**config.mk**
```make
export PLATFORM = sky130hd
export DESIGN_NAME = lcdc_regs
export DESIGN_NICKNAME = d
export VERILOG_FILES = /design/src/logic/lcdc_pkg.sv /design/src/logic/lcdc_reg_if.sv /design/src/logic/lcdc_regs.sv /design/src/logic/lcdc_apb_slave.sv /design/src/logic/lcdc_frame_irq.sv
export VERILOG_INCLUDE_DIRS = /design/src /design/src/logic
export SDC_FILE = /design/constraint.sdc
export NUM_CORES = 1
export LEC_CHECK = 0
export CAP_MARGIN = 20
export CORE_ASPECT_RATIO = 1.2
export CORE_MARGIN = 2
export CORE_UTILIZATION = 57
export CTS_CLUSTER_DIAMETER = 150
export DETAILED_ROUTE_END_ITERATION = 12
export DONT_BUFFER_PORTS = 1
export PLACE_DENSITY = 0.82
export REMOVE_ABC_BUFFERS = 1
export SYNTH_ARGS = -nofsm -noshare
export SYNTH_HDL_FRONTEND = slang
export SYNTH_HIERARCHICAL = 1
export SYNTH_SLANG_ARGS = --single-unit
```
**constraint.sdc**
```tcl
create_clock -name mclk_i -period 2.03 [get_ports mclk_i]
set_input_delay 0.203 -clock mclk_i [delete_from_list [all_inputs] [get_ports mclk_i]]
set_output_delay 0.203 -clock mclk_i [all_outputs]
set_load 0.01 [all_outputs]
```
**src/logic/lcdc_params.svh**
```systemverilog
`ifndef LCDC_PARAMS_SVH
`define LCDC_PARAMS_SVH

// register index, byte address is four times the index
`define LCDC_IDX_CTL       3'h0
`define LCDC_IDX_PWR       3'h1
`define LCDC_IDX_DSP       3'h2
`define LCDC_IDX_COMC0     3'h3
`define LCDC_IDX_COMC1     3'h4
`define LCDC_IDX_INTF      3'h5
`define LCDC_IDX_INTE      3'h6
`define LCDC_IDX_LAST      3'h6

// reset values
`define LCDC_RST_CTL       16'h0000
`define LCDC_RST_PWR       16'h0008
`define LCDC_RST_DSP       16'h0070
`define LCDC_RST_COMC0     16'hffff
`define LCDC_RST_COMC1     16'h00ff

// writable bit masks, everything else reads zero
`define LCDC_MASK_CTL      16'h0001
`define LCDC_MASK_PWR      16'h1f1f
`define LCDC_MASK_DSP      16'h0077
`define LCDC_MASK_COMC1    16'h00ff

// field positions
`define LCDC_BIT_MODULE_ENABLE     0
`define LCDC_BIT_REGULATOR_ENABLE      0
`define LCDC_BIT_REGULATOR_OUTPUT_SELECT     1
`define LCDC_BIT_HEAVY_LOAD_MODE      2
`define LCDC_BIT_BIAS_SELECT     3
`define LCDC_BIT_BOOSTER_ENABLE     4
`define LCDC_LSB_LC        8
`define LCDC_MSB_LC        12
`define LCDC_LSB_MODE      0
`define LCDC_MSB_MODE      1
`define LCDC_BIT_AREA      2
`define LCDC_BIT_INV       4
`define LCDC_BIT_COMDIR    5
`define LCDC_BIT_SEGDIR    6
`define LCDC_BIT_FRM       0

`endif

```
**src/logic/lcdc_pkg.sv**
```systemverilog
package lcdc_pkg;
  typedef logic [2:0]  lcdc_idx_t;
  typedef logic [15:0] lcdc_half_t;
  typedef logic [1:0]  lcdc_mode_t;
endpackage

```
**src/logic/lcdc_reg_if.sv**
```systemverilog
interface lcdc_reg_if;
  logic                 wr_en;
  lcdc_pkg::lcdc_idx_t  idx;
  lcdc_pkg::lcdc_half_t wdata;
  lcdc_pkg::lcdc_half_t rdata;

  modport apb  (output wr_en, output idx, output wdata, input rdata);
  modport regs (input wr_en, input idx, input wdata, output rdata);
endinterface

```
**src/logic/lcdc_regs.sv**
```systemverilog
// Overview of operation
// - booster follows booster enable bit
// - bias select 1 quarter, 0 third
// - heavy-load bit sets regulator protection mode
// - output select 1 picks second level
// - regulator enable bit switches regulator
// - segment direction 1 normal, 0 reversed
// - common direction 1 normal, 0 reversed
// - inversion bit 0 inverts every pixel
// - area select picks display memory area
// - two-bit display mode field, resets zero
// - 24 common drive enables, reset ones
// - frame flag reads 1 after frame
// - writing 1 clears flag, 0 ignored
// - frame enable bit, resets to zero
// - irq only when flag and enable
// - module disable while on forces mode zero
`include "lcdc_params.svh"

module lcdc_regs #(
  parameter int ADDR_W = 12,
  parameter int NSEG   = 72,
  parameter int NCOM   = 8
) (
  input  wire logic              mclk_i,
  input  wire logic              rst_n_i,
  input  wire logic              psel_i,
  input  wire logic              penable_i,
  input  wire logic              pwrite_i,
  input  wire logic [ADDR_W-1:0] paddr_i,
  input  wire logic [31:0]       pwdata_i,
  output logic                   pready_o,
  output logic [31:0]            prdata_o,
  output logic                   pslverr_o,
  input  wire logic              frame_switch_i,
  input  wire logic              fetch_req_i,
  input  wire logic [6:0]        fetch_seg_i,
  input  wire logic [4:0]        fetch_com_i,
  input  wire logic              pixel_i,
  output logic                   module_en_o,
  output logic                   booster_en_o,
  output logic                   bias_quarter_o,
  output logic                   heavy_load_o,
  output logic                   reg_out_sel_o,
  output logic                   regulator_en_o,
  output logic [4:0]             contrast_o,
  output logic                   seg_dir_o,
  output logic                   com_dir_o,
  output logic                   disp_normal_o,
  output logic                   area_sel_o,
  output logic [1:0]             display_mode_o,
  output logic [23:0]            com_drive_en_o,
  output logic [6:0]             phys_seg_o,
  output logic [4:0]             phys_com_o,
  output logic                   phys_area_o,
  output logic                   com_off_o,
  output logic                   pixel_o,
  output logic                   frame_flag_o,
  output logic                   irq_o
);
  localparam logic [6:0] SEG_LAST = 7'(NSEG - 1);
  localparam logic [4:0] COM_LAST = 5'(NCOM - 1);

  lcdc_reg_if regif ();

  lcdc_pkg::lcdc_half_t lcd_power_control;
  lcdc_pkg::lcdc_half_t lcd_display_control;
  lcdc_pkg::lcdc_half_t common_partial_drive_low;
  lcdc_pkg::lcdc_half_t common_partial_drive_high;
  lcdc_pkg::lcdc_half_t rdata;
  lcdc_pkg::lcdc_mode_t next_mode;
  logic                 frame_irq_enable;
  logic                 wr_ctl;
  logic                 wr_pwr;
  logic                 wr_dsp;
  logic                 wr_c0;
  logic                 wr_c1;
  logic                 mod_off;

  ////////////////////////////////////////////////////////////////////////////
  lcdc_apb_slave #(
    .ADDR_W (ADDR_W)
  ) u_apb (
    .mclk_i    (mclk_i),
    .rst_n_i   (rst_n_i),
    .psel_i    (psel_i),
    .penable_i (penable_i),
    .pwrite_i  (pwrite_i),
    .paddr_i   (paddr_i),
    .pwdata_i  (pwdata_i),
    .pready_o  (pready_o),
    .prdata_o  (prdata_o),
    .pslverr_o (pslverr_o),
    .regif     (regif.apb)
  );

  lcdc_frame_irq u_frame (
    .mclk_i      (mclk_i),
    .rst_n_i     (rst_n_i),
    .frame_set_i (frame_switch_i),
    .flag_wr_i   (regif.wr_en && regif.idx == `LCDC_IDX_INTF),
    .enable_wr_i (regif.wr_en && regif.idx == `LCDC_IDX_INTE),
    .wbit_i      (regif.wdata[`LCDC_BIT_FRM]),
    .flag_o      (frame_flag_o),
    .enable_o    (frame_irq_enable),
    .irq_o       (irq_o)
  );

  ////////////////////////////////////////////////////////////////////////////
  assign wr_ctl = regif.wr_en && regif.idx == `LCDC_IDX_CTL;
  assign wr_pwr = regif.wr_en && regif.idx == `LCDC_IDX_PWR;
  assign wr_dsp = regif.wr_en && regif.idx == `LCDC_IDX_DSP;
  assign wr_c0  = regif.wr_en && regif.idx == `LCDC_IDX_COMC0;
  assign wr_c1  = regif.wr_en && regif.idx == `LCDC_IDX_COMC1;

  // module enable falling 1 to 0 by software write
  assign mod_off = wr_ctl && module_en_o
                && !regif.wdata[`LCDC_BIT_MODULE_ENABLE];

  always_ff @(posedge mclk_i) begin
    if (!rst_n_i) begin
      module_en_o <= 1'b0;
    end else if (wr_ctl) begin
      module_en_o <= regif.wdata[`LCDC_BIT_MODULE_ENABLE];
    end
  end

  ////////////////////////////////////////////////////////////////////////////
  // power controls; reserved bits never stored
  always_ff @(posedge mclk_i) begin
    if (!rst_n_i) begin
      lcd_power_control <= `LCDC_RST_PWR;
    end else if (wr_pwr) begin
      lcd_power_control <= regif.wdata & `LCDC_MASK_PWR;
    end
  end

  // output select is not guarded: external supply mode is software's care
  assign booster_en_o   = lcd_power_control[`LCDC_BIT_BOOSTER_ENABLE];
  assign bias_quarter_o = lcd_power_control[`LCDC_BIT_BIAS_SELECT];
  assign heavy_load_o   = lcd_power_control[`LCDC_BIT_HEAVY_LOAD_MODE];
  assign reg_out_sel_o  = lcd_power_control[`LCDC_BIT_REGULATOR_OUTPUT_SELECT];
  assign regulator_en_o = lcd_power_control[`LCDC_BIT_REGULATOR_ENABLE];
  assign contrast_o     =
    lcd_power_control[`LCDC_MSB_LC:`LCDC_LSB_LC];

  ////////////////////////////////////////////////////////////////////////////
  // display control; a disabling write overrides a mode write
  always_comb begin
    next_mode = display_mode_o;
    if (wr_dsp) begin
      next_mode = regif.wdata[`LCDC_MSB_MODE:`LCDC_LSB_MODE];
    end
    if (mod_off && display_mode_o != 2'h0) begin
      next_mode = 2'h0;
    end
  end

  always_ff @(posedge mclk_i) begin
    if (!rst_n_i) begin
      lcd_display_control <= `LCDC_RST_DSP;
    end else if (wr_dsp) begin
      lcd_display_control <= regif.wdata & `LCDC_MASK_DSP;
    end
  end

  always_ff @(posedge mclk_i) begin
    if (!rst_n_i) begin
      display_mode_o <= 2'h0;
    end else begin
      display_mode_o <= next_mode;
    end
  end

  assign seg_dir_o     = lcd_display_control[`LCDC_BIT_SEGDIR];
  assign com_dir_o     = lcd_display_control[`LCDC_BIT_COMDIR];
  assign disp_normal_o = lcd_display_control[`LCDC_BIT_INV];
  assign area_sel_o    = lcd_display_control[`LCDC_BIT_AREA];

  ////////////////////////////////////////////////////////////////////////////
  // partial drive enables, one per common
  always_ff @(posedge mclk_i) begin
    if (!rst_n_i) begin
      common_partial_drive_low  <= `LCDC_RST_COMC0;
      common_partial_drive_high <= `LCDC_RST_COMC1;
    end else begin
      if (wr_c0) begin
        common_partial_drive_low <= regif.wdata;
      end
      if (wr_c1) begin
        common_partial_drive_high <= regif.wdata & `LCDC_MASK_COMC1;
      end
    end
  end

  assign com_drive_en_o = {common_partial_drive_high[7:0],
                           common_partial_drive_low};

  ////////////////////////////////////////////////////////////////////////////
  // pixel fetch mapping, one cycle behind the request
  always_ff @(posedge mclk_i) begin
    if (!rst_n_i) begin
      phys_seg_o  <= 7'h00;
      phys_com_o  <= 5'h00;
      phys_area_o <= 1'b0;
      com_off_o   <= 1'b0;
    end else if (fetch_req_i) begin
      phys_seg_o  <= seg_dir_o ? fetch_seg_i
                               : SEG_LAST - fetch_seg_i;
      phys_com_o  <= com_dir_o ? fetch_com_i
                               : COM_LAST - fetch_com_i;
      phys_area_o <= area_sel_o;
      // commons above 23 do not exist and read as driven off
      com_off_o   <= (fetch_com_i > 5'd23) ? 1'b1
                   : !com_drive_en_o[fetch_com_i];
    end
  end

  always_ff @(posedge mclk_i) begin
    if (!rst_n_i) begin
      pixel_o <= 1'b0;
    end else begin
      pixel_o <= disp_normal_o ? pixel_i : !pixel_i;
    end
  end

  ////////////////////////////////////////////////////////////////////////////
  // read back; unmapped and reserved bits give zero
  always_comb begin
    case (regif.idx)
      `LCDC_IDX_CTL:   rdata = {15'h0000, module_en_o};
      `LCDC_IDX_PWR:   rdata = lcd_power_control;
      `LCDC_IDX_DSP:   rdata = {lcd_display_control[15:2],
                                display_mode_o};
      `LCDC_IDX_COMC0: rdata = common_partial_drive_low;
      `LCDC_IDX_COMC1: rdata = common_partial_drive_high;
      `LCDC_IDX_INTF:  rdata = {15'h0000, frame_flag_o};
      `LCDC_IDX_INTE:  rdata = {15'h0000, frame_irq_enable};
      default:         rdata = 16'h0000;
    endcase
  end

  assign regif.rdata = rdata;
endmodule

```
**src/logic/lcdc_apb_slave.sv**
```systemverilog
`include "lcdc_params.svh"

module lcdc_apb_slave #(
  parameter int ADDR_W = 12
) (
  input  wire logic              mclk_i,
  input  wire logic              rst_n_i,
  input  wire logic              psel_i,
  input  wire logic              penable_i,
  input  wire logic              pwrite_i,
  input  wire logic [ADDR_W-1:0] paddr_i,
  input  wire logic [31:0]       pwdata_i,
  output logic                   pready_o,
  output logic [31:0]            prdata_o,
  output logic                   pslverr_o,
  lcdc_reg_if.apb                regif
);
  logic hit;
  logic access;

  // aligned word inside the seven-register window
  assign hit = (paddr_i[ADDR_W-1:5] == '0) && (paddr_i[1:0] == 2'b00)
            && (paddr_i[4:2] <= `LCDC_IDX_LAST);
  assign access = psel_i && penable_i;

  assign regif.idx   = paddr_i[4:2];
  assign regif.wdata = pwdata_i[15:0];
  // the write lands on the completing edge only
  assign regif.wr_en = access && pready_o && pwrite_i && hit;

  ////////////////////////////////////////////////////////////////////////////
  // one wait state: pready rises on the second access cycle
  always_ff @(posedge mclk_i) begin
    if (!rst_n_i) begin
      pready_o  <= 1'b0;
      prdata_o  <= 32'h0000_0000;
      pslverr_o <= 1'b0;
    end else if (access && !pready_o) begin
      pready_o  <= 1'b1;
      prdata_o  <= (hit && !pwrite_i) ? {16'h0000, regif.rdata}
                                      : 32'h0000_0000;
      pslverr_o <= !hit;
    end else begin
      pready_o  <= 1'b0;
      prdata_o  <= 32'h0000_0000;
      pslverr_o <= 1'b0;
    end
  end
endmodule

```
**src/logic/lcdc_frame_irq.sv**
```systemverilog
`include "lcdc_params.svh"

module lcdc_frame_irq (
  input  wire logic mclk_i,
  input  wire logic rst_n_i,
  input  wire logic frame_set_i,
  input  wire logic flag_wr_i,
  input  wire logic enable_wr_i,
  input  wire logic wbit_i,
  output logic      flag_o,
  output logic      enable_o,
  output logic      irq_o
);
  logic next_flag;
  logic next_enable;

  always_comb begin
    next_flag = flag_o;
    if (flag_wr_i && wbit_i) begin
      next_flag = 1'b0;
    end
    // a frame switch in the clearing cycle is kept
    if (frame_set_i) begin
      next_flag = 1'b1;
    end
    next_enable = enable_wr_i ? wbit_i : enable_o;
  end

  always_ff @(posedge mclk_i) begin
    if (!rst_n_i) begin
      flag_o   <= 1'b0;
      enable_o <= 1'b0;
      irq_o    <= 1'b0;
    end else begin
      flag_o   <= next_flag;
      enable_o <= next_enable;
      irq_o    <= next_flag && next_enable;
    end
  end
endmodule

```
# [Yosys cells after proc, flatten, opt, wreduce, memory -nomap -nowiden]
# Index checks and enable logic that the tools add are counted.
# Widths: inputs -> output; s select.
[classes] n_eq_ne=6 addsub=2 n_reduce_logical=33 multipliers=0 n_div=0 n_mux=11 n_shift=0 n_bitwise=1 order_cmp=3
[ops] operator="$pmux 16 s7" n=1
[ops] operator="$logic_and 1x1->1" n=20
[ops] operator="$eq 3x3->1 const B" n=3
[ops] operator="$logic_not 7->1" n=1
[ops] operator="$mux 1" n=7
[ops] operator="$mux 7" n=1
[ops] operator="$sub 7x7->7 const A" n=1
[ops] operator="$eq 3x2->1 const B" n=2
[ops] operator="$logic_not 1->1" n=6
[ops] operator="$lt 5x6->1 const B" n=1
[ops] operator="$bmux 1 s5" n=1
[ops] operator="$gt 5x5->1 const B" n=1
[ops] operator="$mux 5" n=1
[ops] operator="$sub 3x5->5 const A" n=1
[ops] operator="$eq 3x1->1 const B" n=1
[ops] operator="$le 3x3->1 const B" n=1
[ops] operator="$logic_not 3->1" n=1
[ops] operator="$reduce_and 3->1" n=1
[ops] operator="$logic_not 2->1" n=1
[ops] operator="$reduce_and 2->1" n=1
[ops] operator="$reduce_bool 2->1" n=1
[ops] operator="$reduce_or 2->1" n=1
[ops] operator="$not 1->1" n=1
[word_totals] latch_bits=0 memories=0 regBits=95 mem_bits_rw=0 mem_bits_ro=0 word_cells=74 output_inout_bits=92 in_bits=64

# [Logic depth before layout (Yosys ltp)]
[depth] depth_word=9 ltp_mapped=10 mapped_depth_nobuf=7

# [Hierarchy]
# Netlist, hierarchy kept.
[modules_own_cells] module="lcdc_regs" cells_each=327 seq_area_each_um2=1121.1 instances=1 area_per_inst_um2=2807.7
[modules_own_cells] module="lcdc_apb_slave" cells_each=100 seq_area_each_um2=360.3 instances=1 area_per_inst_um2=957.2
[modules_own_cells] module="lcdc_frame_irq" cells_each=8 seq_area_each_um2=60.1 instances=1 area_per_inst_um2=106.4

# [Worst setup path before layout]
# Ideal clock, no wire load.
[synth_timing] path_kind="input to register" from="input pwrite_i" to="register common_partial_drive_low[5]" path_stages=10 setup_slack_ns=0.017 arrival_ns=1.876 cell_sequence="buf_2 -> clkbuf_1 -> nand4_1 -> nor2_1 -> nand2_1 -> or2_2 -> buf_2 -> buf_2 -> nand2_1 -> nand3_1"
[synth_between] elab_chain_len=3
[synth_rtl] item="from (decl)" line_no="lcdc_regs.sv:29" rtl="input wire logic pwrite_i,"
[synth_rtl] item="$logic_and 1x1->1 (2 in a row)" line_no="lcdc_apb_slave.sv:29" rtl="assign regif.wr_en = access && pready_o && pwrite_i && hit;"
[synth_rtl] item="named net regif.wr_en" line_no="lcdc_reg_if.sv:2" rtl="logic wr_en;"
[synth_rtl] item="$logic_and 1x1->1 (no source line)"
[synth_rtl] item="to (signal assigned)" line_no="lcdc_regs.sv:184" rtl="common_partial_drive_low <= `LCDC_RST_COMC0;"
[synth_rtl] item="to (signal assigned)" line_no="lcdc_regs.sv:188" rtl="common_partial_drive_low <= regif.wdata;"
[synth_rtl] item="to (decl)" line_no="lcdc_regs.sv:68" rtl="lcdc_pkg::lcdc_half_t common_partial_drive_low;"
# The timed path passes the listed nets, and every way through them passes these cells.
# A chain may end at the register's enable or synchronous reset.

# [Final worst setup path]
[layout_timing] from="register u_apb.pready_o" to="register lcd_power_control[3]"
[layout_between] elab_chain_len=4
[layout_rtl] item="from (decl)" line_no="lcdc_apb_slave.sv:13" rtl="output logic pready_o,"
[layout_rtl] item="from (signal assigned)" line_no="lcdc_apb_slave.sv:35" rtl="pready_o <= 1'b0;"
[layout_rtl] item="from (signal assigned)" line_no="lcdc_apb_slave.sv:39" rtl="pready_o <= 1'b1;"
[layout_rtl] item="from (signal assigned)" line_no="lcdc_apb_slave.sv:44" rtl="pready_o <= 1'b0;"
[layout_rtl] item="$logic_and 1x1->1 (3 in a row)" line_no="lcdc_apb_slave.sv:29"
[layout_rtl] item="named net regif.wr_en" line_no="lcdc_reg_if.sv:2"
[layout_rtl] item="$logic_and 1x1->1 (no source line)"
[layout_rtl] item="to (signal assigned)" line_no="lcdc_regs.sv:132" rtl="lcd_power_control <= `LCDC_RST_PWR;"
[layout_rtl] item="to (signal assigned)" line_no="lcdc_regs.sv:134" rtl="lcd_power_control <= regif.wdata & `LCDC_MASK_PWR;"
[layout_rtl] item="to (decl)" line_no="lcdc_regs.sv:66" rtl="lcdc_pkg::lcdc_half_t lcd_power_control;"
# The timed path passes the listed nets, and every way through them passes these cells.

==> run metrics <==
WHS Endpoint=lcd_power_control[1]$_SDFFE_PN0P_; H-tree depth=3; WP data required=2.26 ns; die height=94.3 um; CTS tree=built; Clock Path Buffers=2; simple-gate area share of the yosys netlist=24.1%; Core Footprint=6490 um^2; Nets=495; Detailed Place HPWL=between 6 and 7 mm; GPL Wtd Cong=0.877; Worst Hold Launch=pwdata_i[1]; Initial Util=59.7%; Synth Instances=435; Synth Area in Adders=less than 1%; Final ANT Viol Nets=0; Fmax=569 MHz; final hold vios=1; first-pass GRT wire length=14.9 mm; root buf cell=clkbuf_8; Die ar.=7470 um^2; DR WL met2=between 4 and 5 mm; Hold WS=-0.000506 ns; total track usage=26.0%; via count=2940; Die Width=79.2 um; Hold Path Stages=2; period utilization=slightly below 90%; largest net degree at the start of global routing=48; Avg Cell Area, Syn=approximately 8.9 um^2; Synth area leaders=dfxtp_1, mux2i_1, nand2_1; IO Count=156; asr flop ratio synth=0%; Clk pin slew, worst setup/hold paths=0.08 ns; drt wl/cell=18.3 um; met1 WL=~3.7 mm; worst vdd ir=roughly 0.00042 V; Slew Viols, Final=0; YS warnings=6; mux cell area share after synthesis=~13%; RSZ-0062 raised after global routing=false; DRT Wirelength=9.46 mm; Final Setup Violations=0; combinational family with the most area after synthesis=simple AND/OR/NAND/NOR gates; post-CTS resize count=0; post-synth cell types=49; flop2flop setup slack=0.27 ns; clock period minus worst slack=1.76 ns; crit-path max FO=10; Top FF cell, synth=dfxtp_1; # fillers=564; Slew headroom=50.0%; critical setup path kind=reg -> reg; row count=32; LEAKAGE=0.00172 uW; DR top layer=met4; crit path launch type=flop; R2R depth=6; WL met3=743 um; Synth top area share=39.8%; Pwr per Cell Area=753 nW/um^2; Antenna diodes=0; Sink Count=77; setup TNS=0 ns; failing checks=negative hold slack; CTS buffer count=9; post-synthesis compound-gate area fraction=7.72%; Max Cap Violations=0; vias in the first global route=2888; R2R Path End=lcd_power_control[3]$_SDFFE_PN1P_; initial antenna violation count=0; Worst R2R Start=u_apb/pready_o$_SDFF_PN0_; design area=about 4100 um^2; area growth from synthesis to final layout=7.18%; IO buf count=0; Synth area leader=dfxtp_1; total grt overflow=0; layout cells sized above 1=11.5%; Worst Tran Pin Value=0.747 ns; clk_lat worst skew=0.35 ns; Vias/cell=5.68; critical path endpoint category=flop; Setup Fix Bufs, Post-CTS=0; worst min path class=in -> reg; xor/xnor share of the synthesized area=1.81%; critical path data arrival time=1.98 ns; Seq/Total Area, Yosys=39.8%; 1st-iter DRT viols=about 150; Post-synth EDFFs=0; drt drc=0; Synth Cell Area=3870 um^2; Clock Skew=0.00892 ns; status=finished with violations; Placed Area=3700 um^2; Pre-antenna DRT Iters=5; #FFs+latches synth=77; Tot Pwr=between 3000 and 4000 uW
## flip-flops by register name, indices dropped and copies added (netlist names)
register / cells
lcd_power_control: 10
module_en_o: 1
phys_seg_o: 7
phys_area_o: 1
u_apb/pready_o: 1
u_frame/enable_o: 1
pixel_o: 1
u_frame/flag_o: 1
u_apb/prdata_o: 16
phys_com_o: 5
common_partial_drive_low: 16
display_mode_o: 2
u_apb/pslverr_o: 1
u_frame/irq_o: 1
com_off_o: 1
lcd_display_control: 4
common_partial_drive_high: 8
## power breakdown
| group | total [uW] | leakage (uW) | internal, uW | switching, uW |
|---|---|---|---|---|
| registers | 1550 | 0.000625 | 1530 | 23.7 |
| logic | 207 | 0.000971 | 103 | 104 |
| clock network | 1360 | 0.000126 | 825 | 538 |
| total | 3130 | 0.00172 | 2460 | 666 |
## cells in the mapped netlist, types with 10 or more instances
cell and number:
buf_4 35, buf_2 11, nor2b_1 14, inv_1 24, nand3_1 27, nand2_1 80
mux2i_1 32, a21boi_0 10, dfxtp_1 77, clkbuf_1 12, nor2_1 19
## area by class of cell
type / instances / area (um^2) / area share [%]
Clock buffer: 13 / 179 / 4.31
Tap cell: 85 / 106 / 2.56
Multi-Input combinational cell: 288 / 1900 / 45.8
Timing Repair Buffer: 28 / 268 / 6.45
Inverter: 24 / 90.1 / 2.17
Clock inverter: 3 / 65.1 / 1.57
Sequential cell: 77 / 1540 / 37.2
## repair_timing
item | in CTS | in global routing
hold buffers | 19 | 0
endpoints found under the setup margin | 0 | 0
endpoints found under the hold margin | 67 | 0
## per-stage QoR
step | std cells | setup WS, ns | utilization, % | hold slack (ns)
after global placement | 483 | 0.175 | 57.1 | 0.269
after detailed placement | 483 | 0.137 | 57.1 | 0.272
final | 518 | 0.274 | 64.0 | -0.000506
after CTS | 518 | 0.260 | 64.0 | 0.000768
after floorplan | 389 | 0.169 | - | 0.265
after global routing | 518 | 0.0738 | 64.0 | 0.000785
## placed cells by master (no fill, tap or decap), types with 2 or more instances in the layout
cell	synthesis	final
a21boi_0	10	10
a22oi_1	4	4
and2_1	2	2
and3_1	3	3
buf_4	35	9
bufinv_16	0	2
clkbuf_8	0	13
conb_1	1	16
dfxtp_1	77	77
dlygate4sd3_1	0	18
ha_1	3	3
inv_1	24	24
mux2_2	3	3
mux2_4	2	2
mux2i_1	32	32
mux4_2	4	4
nand2_1	80	80
nand2b_1	4	4
nand3_1	27	27
nor2_1	19	19
nor2b_1	14	14
nor3_1	2	2
nor4_1	9	9
nor4_2	7	7
nor4_4	2	2
o211a_1	4	4
o211ai_1	3	3
o21ai_0	9	9
or3_1	2	2
xnor2_1	8	8
## how the worst max path moves through the flow
stage | start | endpoint | cells after the start
2_1_floorplan | paddr_i[5] | common_partial_drive_low[12]$_SDFFE_PN1P_ | 7
3_3_place_gp | paddr_i[5] | lcd_power_control[3]$_SDFFE_PN1P_ | 7
3_5_place_dp | paddr_i[5] | lcd_power_control[1]$_SDFFE_PN0P_ | 7
4_1_cts | u_apb/pready_o$_SDFF_PN0_ | lcd_power_control[0]$_SDFFE_PN0P_ | 6
5_1_grt | u_apb/pready_o$_SDFF_PN0_ | lcd_power_control[3]$_SDFFE_PN1P_ | 6
6_report | u_apb/pready_o$_SDFF_PN0_ | lcd_power_control[3]$_SDFFE_PN1P_ | 6
## cell families after synthesis
group / count (synthesis)
buffers and inverters: 85
AND/OR/NAND/NOR: 179
other: 1
adder cells (fa/ha/maj): 3
AO/OA/AOI/OAI: 40
XOR/XNOR: 8
multiplexers: 42
flip-flops: 77
## routing by layer
metal / track usage, % / up-vias
li1: - / 1403
met1: 31.0 / 1372
met2: 43.5 / 147
met3: 6.83 / 18
met4: 12.1 / 0
met5: 0 / -
## worst max-delay path: stages (launching register included)
cell     delay [ns]
dfxtp_1        0.42
nand4_1        0.14
nor2_1         0.19
nand2_1        0.15
or3_1          0.53
nand2_1        0.14
nand3_1        0.07
No activity file was read; power rests on OpenSTA's default activity.
